`src/mit_pkg.sv`:
```
package mit_pkg;
  localparam int PC_W = 11;
  localparam int IW = 16;
  localparam int DW = 8;
  localparam int OPC_LSB = 11;
  localparam int IR_DEST_BIT = 10;
  localparam int IR_BIT_LSB = 8;
  localparam int STACK_DEPTH = 8;
  localparam logic [2:0] TBL_PAGE = 3'h7;
  localparam logic [PC_W-1:0] PC_RESET = 11'h000;
  localparam logic [PC_W-1:0] PC_ONE = 11'h001;
  localparam logic [PC_W-1:0] PC_TWO = 11'h002;
  localparam logic [DW-1:0] PROGRAM_COUNTER_LOW_BYTE_ADDR = 8'h06;
  localparam logic [DW-1:0] ACC_RESET = 8'h00;
  localparam logic [1:0] SYS_NOP = 2'h0;
  localparam logic [1:0] SYS_HALT = 2'h1;
  localparam logic [1:0] SYS_WDT = 2'h2;
  localparam logic [1:0] REG_CTRL = 2'h0;
  localparam logic [1:0] REG_STAT = 2'h1;
  localparam logic [1:0] REG_ACC = 2'h2;
  localparam logic [1:0] REG_TBLH = 2'h3;
  localparam int CTRL_RUN = 0;
  localparam int CTRL_WAKE = 1;
  localparam logic CTRL_RUN_RESET = 1'b1;
  localparam int STAT_Z = 0;
  localparam int STAT_C = 1;
  localparam int STAT_AC = 2;
  localparam int STAT_OV = 3;
  localparam int STAT_SC = 4;
  localparam int STAT_HALT = 5;

  typedef enum logic [4:0] {
    OP_SYS = 5'h00, OP_TRANSFER_TO_ACC = 5'h01,
    OP_TRANSFER_TO_MEM = 5'h02, OP_TRANSFER_IMM = 5'h03,
    OP_ADD = 5'h04, OP_ADD_CARRY = 5'h05, OP_SUB = 5'h06,
    OP_SUB_CARRY = 5'h07, OP_ADD_IMM = 5'h08, OP_SUB_IMM = 5'h09,
    OP_AND = 5'h0A, OP_OR = 5'h0B, OP_XOR = 5'h0C, OP_AND_IMM = 5'h0D,
    OP_OR_IMM = 5'h0E, OP_XOR_IMM = 5'h0F, OP_BITWISE_INVERT = 5'h10,
    OP_ADD_ONE = 5'h11, OP_SUBTRACT_ONE = 5'h12, OP_ROTATE_RIGHT = 5'h13,
    OP_ROTATE_LEFT = 5'h14, OP_ROTATE_RIGHT_VIA_CARRY = 5'h15,
    OP_ROTATE_LEFT_VIA_CARRY = 5'h16, OP_BIT_FORCE_ONE = 5'h17,
    OP_BIT_FORCE_ZERO = 5'h18, OP_SKIP_ZERO = 5'h19,
    OP_SKIP_BIT_ZERO = 5'h1A, OP_SKIP_BIT_ONE = 5'h1B, OP_JUMP = 5'h1C,
    OP_CALL = 5'h1D, OP_SUBROUTINE_EXIT = 5'h1E, OP_TABLE_READ = 5'h1F
  } mit_op_t;

  typedef enum logic [4:0] {
    ST_T1 = 5'h01, ST_T2 = 5'h02, ST_T3 = 5'h04, ST_T4 = 5'h08,
    ST_HALT = 5'h10
  } mit_state_t;

  function automatic logic is_imm(mit_op_t op);
    return op inside {OP_TRANSFER_IMM, OP_ADD_IMM, OP_SUB_IMM, OP_AND_IMM,
                      OP_OR_IMM, OP_XOR_IMM};
  endfunction

  function automatic logic has_result(mit_op_t op);
    return !(op inside {OP_SYS, OP_SKIP_ZERO, OP_SKIP_BIT_ZERO,
                        OP_SKIP_BIT_ONE, OP_JUMP, OP_CALL,
                        OP_SUBROUTINE_EXIT, OP_TABLE_READ});
  endfunction

  function automatic logic to_mem(mit_op_t op, logic dest);
    return has_result(op) && !is_imm(op) && (op != OP_TRANSFER_TO_ACC) &&
           (dest || op inside {OP_TRANSFER_TO_MEM, OP_BIT_FORCE_ONE,
                               OP_BIT_FORCE_ZERO});
  endfunction
endpackage

```
`src/mit_ret_mem.sv`:
```
module mit_ret_mem #(
  parameter int DEPTH = 8,
  parameter int W = 11,
  parameter int AW = 3
) (
  input logic mclk_i,
  input logic we_i,
  input logic [AW-1:0] waddr_i,
  input logic [W-1:0] wdata_i,
  input logic [AW-1:0] raddr_i,
  output logic [W-1:0] rdata_o
);
  logic [W-1:0] mem_q [DEPTH];

  // Return points, read data registered every cycle
  always_ff @(posedge mclk_i) begin
    if (we_i) begin
      mem_q[waddr_i] <= wdata_i;
    end
    rdata_o <= mem_q[raddr_i];
  end
endmodule // mit_ret_mem

```
`src/mit_alu.sv`:
```
module mit_alu import mit_pkg::*; (
  input mit_op_t op_i,
  input logic [DW-1:0] a_i,
  input logic [DW-1:0] m_i,
  input logic cin_i,
  input logic [2:0] bsel_i,
  output logic [DW-1:0] res_o,
  output logic z_o,
  output logic c_o,
  output logic ac_o,
  output logic ov_o,
  output logic sc_o,
  output logic upd_arith_o,
  output logic upd_c_o,
  output logic upd_z_o
);
  logic sub_w;
  logic cin_w;
  logic [DW-1:0] opb;
  logic [DW:0] sum9;
  logic [4:0] nib;

  always_comb begin
    sub_w = op_i inside {OP_SUB, OP_SUB_CARRY, OP_SUB_IMM};
    case (op_i)
      OP_ADD_CARRY, OP_SUB_CARRY: cin_w = cin_i;
      OP_SUB, OP_SUB_IMM: cin_w = 1'b1;
      default: cin_w = 1'b0;
    endcase
    opb = sub_w ? ~m_i : m_i;
    // Nine-bit sum keeps carry out and borrow of the 8-bit datapath
    sum9 = {1'b0, a_i} + {1'b0, opb} + {8'h00, cin_w};
    nib = {1'b0, a_i[3:0]} + {1'b0, opb[3:0]} + {4'h0, cin_w};
    ac_o = nib[4];
    ov_o = (a_i[7] == opb[7]) && (sum9[7] != a_i[7]);
    sc_o = ov_o ^ sum9[7];
    res_o = m_i;
    c_o = cin_i;
    upd_arith_o = 1'b0;
    upd_c_o = 1'b0;
    upd_z_o = 1'b0;
    case (op_i)
      OP_ADD, OP_ADD_CARRY, OP_ADD_IMM, OP_SUB, OP_SUB_CARRY,
      OP_SUB_IMM: begin
        res_o = sum9[DW-1:0];
        c_o = sum9[DW];
        upd_arith_o = 1'b1;
      end
      OP_TRANSFER_TO_MEM: res_o = a_i;
      OP_AND, OP_AND_IMM: begin
        res_o = a_i & m_i;
        upd_z_o = 1'b1;
      end
      OP_OR, OP_OR_IMM: begin
        res_o = a_i | m_i;
        upd_z_o = 1'b1;
      end
      OP_XOR, OP_XOR_IMM: begin
        res_o = a_i ^ m_i;
        upd_z_o = 1'b1;
      end
      OP_BITWISE_INVERT: begin
        res_o = ~m_i;
        upd_z_o = 1'b1;
      end
      OP_ADD_ONE: begin
        res_o = m_i + 8'h01;
        upd_z_o = 1'b1;
      end
      OP_SUBTRACT_ONE: begin
        res_o = m_i - 8'h01;
        upd_z_o = 1'b1;
      end
      OP_ROTATE_RIGHT: res_o = {m_i[0], m_i[DW-1:1]};
      OP_ROTATE_LEFT: res_o = {m_i[DW-2:0], m_i[DW-1]};
      OP_ROTATE_RIGHT_VIA_CARRY: begin
        res_o = {cin_i, m_i[DW-1:1]};
        c_o = m_i[0];
        upd_c_o = 1'b1;
      end
      OP_ROTATE_LEFT_VIA_CARRY: begin
        res_o = {m_i[DW-2:0], cin_i};
        c_o = m_i[DW-1];
        upd_c_o = 1'b1;
      end
      OP_BIT_FORCE_ONE: res_o = m_i | (8'h01 << bsel_i);
      OP_BIT_FORCE_ZERO: res_o = m_i & ~(8'h01 << bsel_i);
      default: res_o = m_i;
    endcase
    z_o = (res_o == 8'h00);
  end
endmodule // mit_alu

```
`src/mit_core.sv`:
```
// Overview of operation
// - Ordinary instructions take one cycle; jump, call, returns, table read take two.
// - Every instruction cycle lasts exactly four system clock periods while the run bit is set; a clear run bit holds T1.
// - Writing the program counter low byte jumps there, costing one extra cycle.
// - Skip not taken costs one cycle; a taken skip costs one more.
// - Conditional branches test a memory byte or bit, then execute or skip next.
// - Call saves the return point; return resumes after the call; jump saves nothing.
// - Add and subtract report carry above 255 and borrow below zero.
// - Increment and decrement change the destination by exactly one.
// - Logical and invert operations set zero flag when the result is zero.
// - Rotates shift one bit; the bit leaving one end enters the other.
// - Rotate via carry moves outgoing bit to carry and old carry inward.
// - Bit force one/zero changes one memory bit, keeping the others.
// - Transfers move register to accumulator, accumulator to register, or immediate in.
// - Table read fetches constant data from program memory to the data side.
// - A power-down instruction stops execution; another services the watchdog.
// - Add memory to accumulator takes one cycle, updates Z, C, AC, OV, SC.
//
// The register addresses and strobed register access were decided locally.
module mit_core import mit_pkg::*; #(
  parameter int STACK_DEPTH_P = STACK_DEPTH,
  parameter logic [2:0] TBL_PAGE_P = TBL_PAGE
) (
  input logic mclk_i,
  input logic sys_rst_i,
  output logic [PC_W-1:0] pm_addr_o,
  input logic [IW-1:0] pm_data_i,
  output logic [DW-1:0] dm_addr_o,
  output logic dm_re_o,
  output logic dm_we_o,
  output logic [DW-1:0] dm_wdata_o,
  input logic [DW-1:0] dm_rdata_i,
  output logic wdt_clear_o,
  output logic halted_o,
  input logic [1:0] reg_addr_i,
  input logic [DW-1:0] reg_wdata_i,
  input logic reg_wr_i,
  input logic reg_rd_i,
  output logic [DW-1:0] reg_rdata_o
);
  localparam int SP_W = $clog2(STACK_DEPTH_P);

  mit_state_t st_q;
  logic [PC_W-1:0] pc_q, pc_d;
  logic [IW-1:0] ir_q;
  logic [DW-1:0] acc_q, tblh_q;
  logic z_q, c_q, ac_q, ov_q, sc_q;
  logic dummy_q, tbl_pend_q, run_q;
  logic [SP_W-1:0] sp_q;
  logic [PC_W-1:0] stk_rdata_w;
  mit_op_t op_w;
  logic [DW-1:0] opnd_w, res_w, bit_mask_w;
  logic exec_w, mem_wr_w, acc_wr_w, pcl_w, skip_w, two_w, halt_w;
  logic alu_z, alu_c, alu_ac, alu_ov, alu_sc;
  logic upd_arith, upd_c, upd_z, add_cy_w;
  logic [PC_W-1:0] tgt_w, tbl_addr_w;
  logic [DW-1:0] stat_w;

  assign op_w = mit_op_t'(ir_q[IW-1:OPC_LSB]);
  assign exec_w = (st_q == ST_T4) && !dummy_q;
  assign tgt_w = ir_q[PC_W-1:0];
  assign tbl_addr_w = {TBL_PAGE_P, acc_q};
  assign bit_mask_w = 8'h01 << ir_q[IR_BIT_LSB +: 3];
  assign mem_wr_w = to_mem(op_w, ir_q[IR_DEST_BIT]);
  assign acc_wr_w = has_result(op_w) && !mem_wr_w;
  assign pcl_w = mem_wr_w &&
                 (ir_q[DW-1:0] == PROGRAM_COUNTER_LOW_BYTE_ADDR);
  assign halt_w = exec_w && (op_w == OP_SYS) && (ir_q[1:0] == SYS_HALT);
  assign add_cy_w = ({1'b0, acc_q} + {1'b0, opnd_w}) > 9'h0FF;

  // Operand select: immediate field, live program counter, or data memory
  always_comb begin
    if (is_imm(op_w)) begin
      opnd_w = ir_q[DW-1:0];
    end else if (ir_q[DW-1:0] == PROGRAM_COUNTER_LOW_BYTE_ADDR) begin
      opnd_w = pc_q[DW-1:0];
    end else begin
      opnd_w = dm_rdata_i;
    end
  end

  mit_alu u_alu (
    .op_i(op_w),
    .a_i(acc_q),
    .m_i(opnd_w),
    .cin_i(c_q),
    .bsel_i(ir_q[IR_BIT_LSB +: 3]),
    .res_o(res_w),
    .z_o(alu_z),
    .c_o(alu_c),
    .ac_o(alu_ac),
    .ov_o(alu_ov),
    .sc_o(alu_sc),
    .upd_arith_o(upd_arith),
    .upd_c_o(upd_c),
    .upd_z_o(upd_z)
  );

  // Next program counter and whether a second instruction cycle follows
  always_comb begin
    pc_d = pc_q + PC_ONE;
    two_w = 1'b0;
    case (op_w)
      OP_SKIP_ZERO: skip_w = (opnd_w == 8'h00);
      OP_SKIP_BIT_ZERO: skip_w = !(|(opnd_w & bit_mask_w));
      OP_SKIP_BIT_ONE: skip_w = |(opnd_w & bit_mask_w);
      default: skip_w = 1'b0;
    endcase
    case (op_w)
      OP_JUMP, OP_CALL: begin
        pc_d = tgt_w;
        two_w = 1'b1;
      end
      OP_SUBROUTINE_EXIT: begin
        pc_d = stk_rdata_w;
        two_w = 1'b1;
      end
      OP_TABLE_READ: two_w = 1'b1;
      default: begin
        if (skip_w) begin
          pc_d = pc_q + PC_TWO;
          two_w = 1'b1;
        end
      end
    endcase
    if (pcl_w) begin
      pc_d = {pc_q[PC_W-1:DW], res_w};
      two_w = 1'b1;
    end
  end

  // Four-phase instruction cycle sequencer
  always_ff @(posedge mclk_i) begin
    if (sys_rst_i) begin
      st_q <= ST_T1;
    end else begin
      unique case (st_q)
        ST_T1: if (run_q) st_q <= ST_T2;
        ST_T2: st_q <= ST_T3;
        ST_T3: st_q <= ST_T4;
        ST_T4: st_q <= halt_w ? ST_HALT : ST_T1;
        ST_HALT: if (!halted_o) st_q <= ST_T1;
        default: st_q <= ST_T1;
      endcase
    end
  end

  // Program counter, fetch address and second-cycle bookkeeping
  always_ff @(posedge mclk_i) begin
    if (sys_rst_i) begin
      pc_q <= PC_RESET;
      pm_addr_o <= PC_RESET;
      dummy_q <= 1'b0;
      tbl_pend_q <= 1'b0;
    end else if (exec_w) begin
      pc_q <= pc_d;
      dummy_q <= two_w;
      tbl_pend_q <= (op_w == OP_TABLE_READ);
      pm_addr_o <= (op_w == OP_TABLE_READ) ? tbl_addr_w : pc_d;
    end else if (st_q == ST_T4) begin
      dummy_q <= 1'b0;
      tbl_pend_q <= 1'b0;
      pm_addr_o <= pc_q;
    end
  end

  // Instruction latch and table data capture
  always_ff @(posedge mclk_i) begin
    if (sys_rst_i) begin
      ir_q <= 16'h0000;
      tblh_q <= 8'h00;
    end else if (st_q == ST_T2) begin
      if (!dummy_q) begin
        ir_q <= pm_data_i;
      end
      if (tbl_pend_q) begin
        tblh_q <= pm_data_i[IW-1:DW];
      end
    end
  end

  // Data memory port
  always_ff @(posedge mclk_i) begin
    if (sys_rst_i) begin
      dm_addr_o <= 8'h00;
      dm_re_o <= 1'b0;
      dm_we_o <= 1'b0;
      dm_wdata_o <= 8'h00;
    end else begin
      dm_re_o <= (st_q == ST_T2) && !dummy_q;
      dm_we_o <= 1'b0;
      if ((st_q == ST_T2) && !dummy_q) begin
        dm_addr_o <= pm_data_i[DW-1:0];
      end
      if ((st_q == ST_T2) && tbl_pend_q) begin
        dm_we_o <= 1'b1;
        dm_wdata_o <= pm_data_i[DW-1:0];
      end
      if (exec_w && mem_wr_w && !pcl_w) begin
        dm_we_o <= 1'b1;
        dm_wdata_o <= res_w;
      end
    end
  end

  // Accumulator and status flags
  always_ff @(posedge mclk_i) begin
    if (sys_rst_i) begin
      acc_q <= ACC_RESET;
      {z_q, c_q, ac_q, ov_q, sc_q} <= 5'h00;
    end else if (exec_w) begin
      if (acc_wr_w) begin
        acc_q <= res_w;
      end
      if (upd_arith) begin
        {z_q, c_q, ac_q, ov_q, sc_q} <=
          {alu_z, alu_c, alu_ac, alu_ov, alu_sc};
      end
      if (upd_z) begin
        z_q <= alu_z;
      end
      if (upd_c) begin
        c_q <= alu_c;
      end
    end
  end

  // Return stack pointer: only a call pushes, only a return pops
  always_ff @(posedge mclk_i) begin
    if (sys_rst_i) begin
      sp_q <= '0;
    end else if (exec_w && op_w == OP_CALL) begin
      sp_q <= sp_q + 1'b1;
    end else if (exec_w && op_w == OP_SUBROUTINE_EXIT) begin
      sp_q <= sp_q - 1'b1;
    end
  end

  mit_ret_mem #(
    .DEPTH(STACK_DEPTH_P),
    .W(PC_W),
    .AW(SP_W)
  ) u_stack (
    .mclk_i(mclk_i),
    .we_i(exec_w && op_w == OP_CALL),
    .waddr_i(sp_q),
    .wdata_i(pc_q + PC_ONE),
    .raddr_i(sp_q - 1'b1),
    .rdata_o(stk_rdata_w)
  );

  // Power-down and watchdog service; a halt beats a simultaneous wake
  always_ff @(posedge mclk_i) begin
    if (sys_rst_i) begin
      halted_o <= 1'b0;
      wdt_clear_o <= 1'b0;
    end else begin
      wdt_clear_o <= exec_w && (op_w == OP_SYS) &&
                     (ir_q[1:0] == SYS_WDT);
      if (halt_w) begin
        halted_o <= 1'b1;
      end else if (reg_wr_i && reg_addr_i == REG_CTRL &&
                   reg_wdata_i[CTRL_WAKE]) begin
        halted_o <= 1'b0;
      end
    end
  end

  always_comb begin
    stat_w = 8'h00;
    stat_w[STAT_Z] = z_q;
    stat_w[STAT_C] = c_q;
    stat_w[STAT_AC] = ac_q;
    stat_w[STAT_OV] = ov_q;
    stat_w[STAT_SC] = sc_q;
    stat_w[STAT_HALT] = halted_o;
  end

  // Register port: read data stand only in the cycle after the strobe
  always_ff @(posedge mclk_i) begin
    if (sys_rst_i) begin
      run_q <= CTRL_RUN_RESET;
      reg_rdata_o <= 8'h00;
    end else begin
      if (reg_wr_i && reg_addr_i == REG_CTRL) begin
        run_q <= reg_wdata_i[CTRL_RUN];
      end
      reg_rdata_o <= 8'h00;
      if (reg_rd_i) begin
        unique case (reg_addr_i)
          REG_CTRL: reg_rdata_o <= {7'h00, run_q};
          REG_STAT: reg_rdata_o <= stat_w;
          REG_ACC: reg_rdata_o <= acc_q;
          REG_TBLH: reg_rdata_o <= tblh_q;
        endcase
      end
    end
  end
endmodule // mit_core

```
`config.mk`:
```
export PLATFORM = sky130hd
export DESIGN_NAME = mit_core
export DESIGN_NICKNAME = d
export VERILOG_FILES = /design/src/mit_pkg.sv /design/src/mit_ret_mem.sv /design/src/mit_alu.sv /design/src/mit_core.sv
export SDC_FILE = /design/constraint.sdc
export NUM_CORES = 1
export LEC_CHECK = 0
export BUFFER_PORTS_ARGS = -buffer_cell sky130_fd_sc_hd__buf_4
export CAP_MARGIN = 25
export CORE_MARGIN = 4
export CORE_UTILIZATION = 48
export DETAILED_ROUTE_END_ITERATION = 8
export PLACE_DENSITY_LB_ADDON = 0.05
export SLEW_MARGIN = 5
export SYNTH_ARGS = -nofsm -noshare
export SYNTH_HDL_FRONTEND = slang
export SYNTH_SLANG_ARGS = --single-unit
```
`constraint.sdc`:
```
create_clock -name mclk_i -period 6.7 [get_ports mclk_i]
set_clock_uncertainty 0.2 [all_clocks]
set_input_delay 2.01 -clock mclk_i [delete_from_list [all_inputs] [get_ports mclk_i]]
set_output_delay 2.01 -clock mclk_i [all_outputs]
set_load 0.01 [all_outputs]
```
==> flow_summary.yaml <==
global_routing:
  gr-total-overflow: 0
  grt_pass1_vias: 8330
  grt_pass1_wl_um: 48560
  grt_max_degree: 87
  track_usage_pct: 25.80
  grt_antenna_before_repair: 0
logic_synthesis:
  ys_seq_elements: 189
  synth_warnings: 0
  synth_nets: 1129
  async_reset_ff_share_pct: 0
  yosys_most_used_dff: "dfxtp_1"
  ys_seq_area_share_pct: 44.43
  syn-cell-area_um2: 10500
  netlist_instances: 1071
  synth.avg_cell_area_um2: 9.802
  ys_types: 90
  synth-edff-count: 88
clock_tree:
  hold_buffers: 0
  cts-buffers-inserted: 17
  cts_tree: "yes"
  h-tree-depth: 4
  path_clk_slew_ns: 0.08
  cts_max_path_buffers: 2
  cts_sinks: 189
  clk_latency_ns: 0.44
  postCtsResizedCells: 0
  cts-root-buf: "clkbuf_16"
  post_cts_buffers: 0
timing:
  hold_viol: 0
  fmax_ghz: 0.1768
  worstMarginPinSlew_ns: 0.9608
  post-route-period-util_pct: 84.40
  setup_viol_count_final: 0
  rsz0062_at_grt: "no"
  tns_ns: 0
  min_period_ns: 5.655
  drv_slew: 0
  slew_headroom_pct: 35.94
final_layout:
  syn2layout_area_growth_pct: 13.36
  final_cell_mix: "126 x nand2_1, 100 x dfxtp_1, 97 x buf_4"
  fin_nets: 1164
  fin_util_pct: 55.90
  layout_commonest_cell: "nand2_1"
  n_antenna_cell: 0
  drive_above_1_share_pct: 18.05
die:
  dieArea_um2: 24300
  coreArea_um2: 21290
  rows: 53
  initial_core_util_pct: 49.32
  die_height_um: 155.9
  dieWidth_um: 155.9
  io_pins: 77
detailed_routing:
  vias: 8620
  wl_per_cell_um: 22.27
  drtIter0Drc: 934
  antenna_left: 0
  drc: 0
  drt_first_pass_iters: 5
  wl_um: 31040
  detail_route.vias_per_cell: 6.184
critical_path:
  worstPathMaxFanout: 4
  critical_path_class: "in2reg"
  end_kind: "flip-flop"
  required_ns: 6.86
  crit_cells: 18
  crit_path_cell_trace: "buf_4 > o21ai_1 > o221ai_1 > nand2_1 > xnor2_1 > fa_1 > fa_1 > nand2_1 > nand2_1 > a21oi_1 > xnor2_1 > a221oi_1 > o221ai_1 > nor3_1 > buf_4 > nand4_1 > or4_1 > o21ai_1"
  cpMaxStageDelayCell: "fa_1"
  critPathTopFamily: "compound AO/OA/AOI/OAI gates"
  start_kind: "primary input"
  critPathBufInv: 2
  cp.arrival_ns: 5.82
  cpMostUsedCell: "nand2_1"
  worst-r2r-cell-count: 18
  critPathMaxStageDelay_ns: 0.45
worst_hold_path:
  min_path_type: "reg2reg"
  whs_path_depth: 2
placed_design:
  gp_congestion: 0.9314
  port_buffers: 70
  dp_hpwl_um: 22240
power_and_ir_drop:
  p_per_area_nw_per_um2: 215.9
  p_leak_nw: 4.114
  peakVddDrop_mv: 0.1723
run:
  maxCapViolations: 0
outcome:
  outcome: "finished clean"
-- state kept, by name (all words and copies together), names as in the netlist, 3 cells and up --
register and cells:
acc_q 8, dm_wdata_o 8, ir_q 16, pc_q 11, pm_addr_o 11, reg_rdata_o 8
sp_q 3, st_q 5, tblh_q 8, u_stack.mem_q 88, u_stack.rdata_o 11
-- Yosys cell counts (17+ instances only) --
library cell | instances | area, µm²
nor3_1 | 17 | 85.08
ha_1 | 17 | 212.7
mux2_2 | 20 | 225.2
nand2_1 | 126 | 473.0
a211oi_1 | 26 | 195.2
dfxtp_1 | 101 | 2022
a21oi_1 | 78 | 390.4
nand2b_1 | 17 | 106.4
nand3_1 | 25 | 125.1
mux2i_1 | 25 | 250.2
edfxtp_1 | 88 | 2643
inv_1 | 17 | 63.81
o21ai_0 | 39 | 195.2
mux4_2 | 23 | 518.0
clkbuf_1 | 61 | 229.0
nor2_1 | 94 | 352.8
xnor2_1 | 28 | 245.2
-- kinds of logic (layout without fill, tap and decap cells) --
| family | count (synthesis) | after routing | share of synthesized area (%) |
|---|---|---|---|
| compound gates | 271 | 271 | 17.18 |
| xor+xnor | 40 | 40 | 3.409 |
| fa+ha+maj | 20 | 20 | 2.598 |
| buf+inv | 103 | 151 | 4.207 |
| flops | 189 | 189 | 44.43 |
| mux | 73 | 73 | 10.39 |
| simple gates | 375 | 375 | 17.78 |
-- worst reg2reg max path, delay by kind of cell (launching register included) --
kind | cells | cell delay (ns)
AND/OR/NAND/NOR | 8 | 1.62
AO/OA/AOI/OAI | 5 | 1.38
adder cells (fa/ha/maj) | 2 | 0.87
flip-flops | 1 | 0.58
XOR/XNOR | 2 | 0.30
buffers and inverters | 1 | 0.22
-- area by class of cell --
type	instances	area, µm²
Timing Repair Buffer	99	767.0
Fill cell	1880	9387
Sequential cell	189	4666
Clock buffer	17	425.4
Clock inverter	15	215.2
Multi-Input combinational cell	779	5408
Tap cell	275	344.1
Inverter	20	75.07
-- metal layers --
metal | global-route usage (%) | up-vias | wire length, µm
li1 | - | 4036 | -
met1 | 38.69 | 4199 | 14400
met2 | 38.94 | 342 | 13830
met3 | 4.327 | 43 | 2151
met4 | 6.669 | 0 | 651
met5 | 0 | - | 0
-- metrics by stage --
step | cell area, µm² | cells | power (mW) | hold slack [ns] | setup WS, ns
after floorplan | 10500 | 1071 | 1.407 | 0.2329 | 1.157
after global placement | 11220 | 1360 | 1.503 | 0.2392 | 0.7234
after detailed placement | 11250 | 1361 | 1.501 | 0.2468 | 0.6699
after CTS | 11890 | 1393 | 2.574 | 0.2586 | 1.092
after global routing | 11900 | 1394 | 2.660 | 0.2843 | 0.7757
final | 11900 | 1394 | 2.569 | 0.2561 | 1.045
-- worst paths after layout --
kind                       endpoint  slack [ns]                    from
max reg2reg        z_q$_SDFFE_PP0P_        1.44    ir_q[1]$_SDFFE_PP0P_
max                z_q$_SDFFE_PP0P_        1.05           dm_rdata_i[0]
min          tblh_q[2]$_SDFFE_PP0P_        0.26  tblh_q[2]$_SDFFE_PP0P_
min reg2reg  tblh_q[2]$_SDFFE_PP0P_        0.26  tblh_q[2]$_SDFFE_PP0P_
-- power by group --
part	leakage, nW	internal (mW)	total [mW]	switching [mW]
registers	1.63	1.20	1.22	0.0187
clock network	0.310	0.556	1.08	0.529
logic	2.17	0.0986	0.262	0.164
No activity file was read; power rests on OpenSTA's default activity.
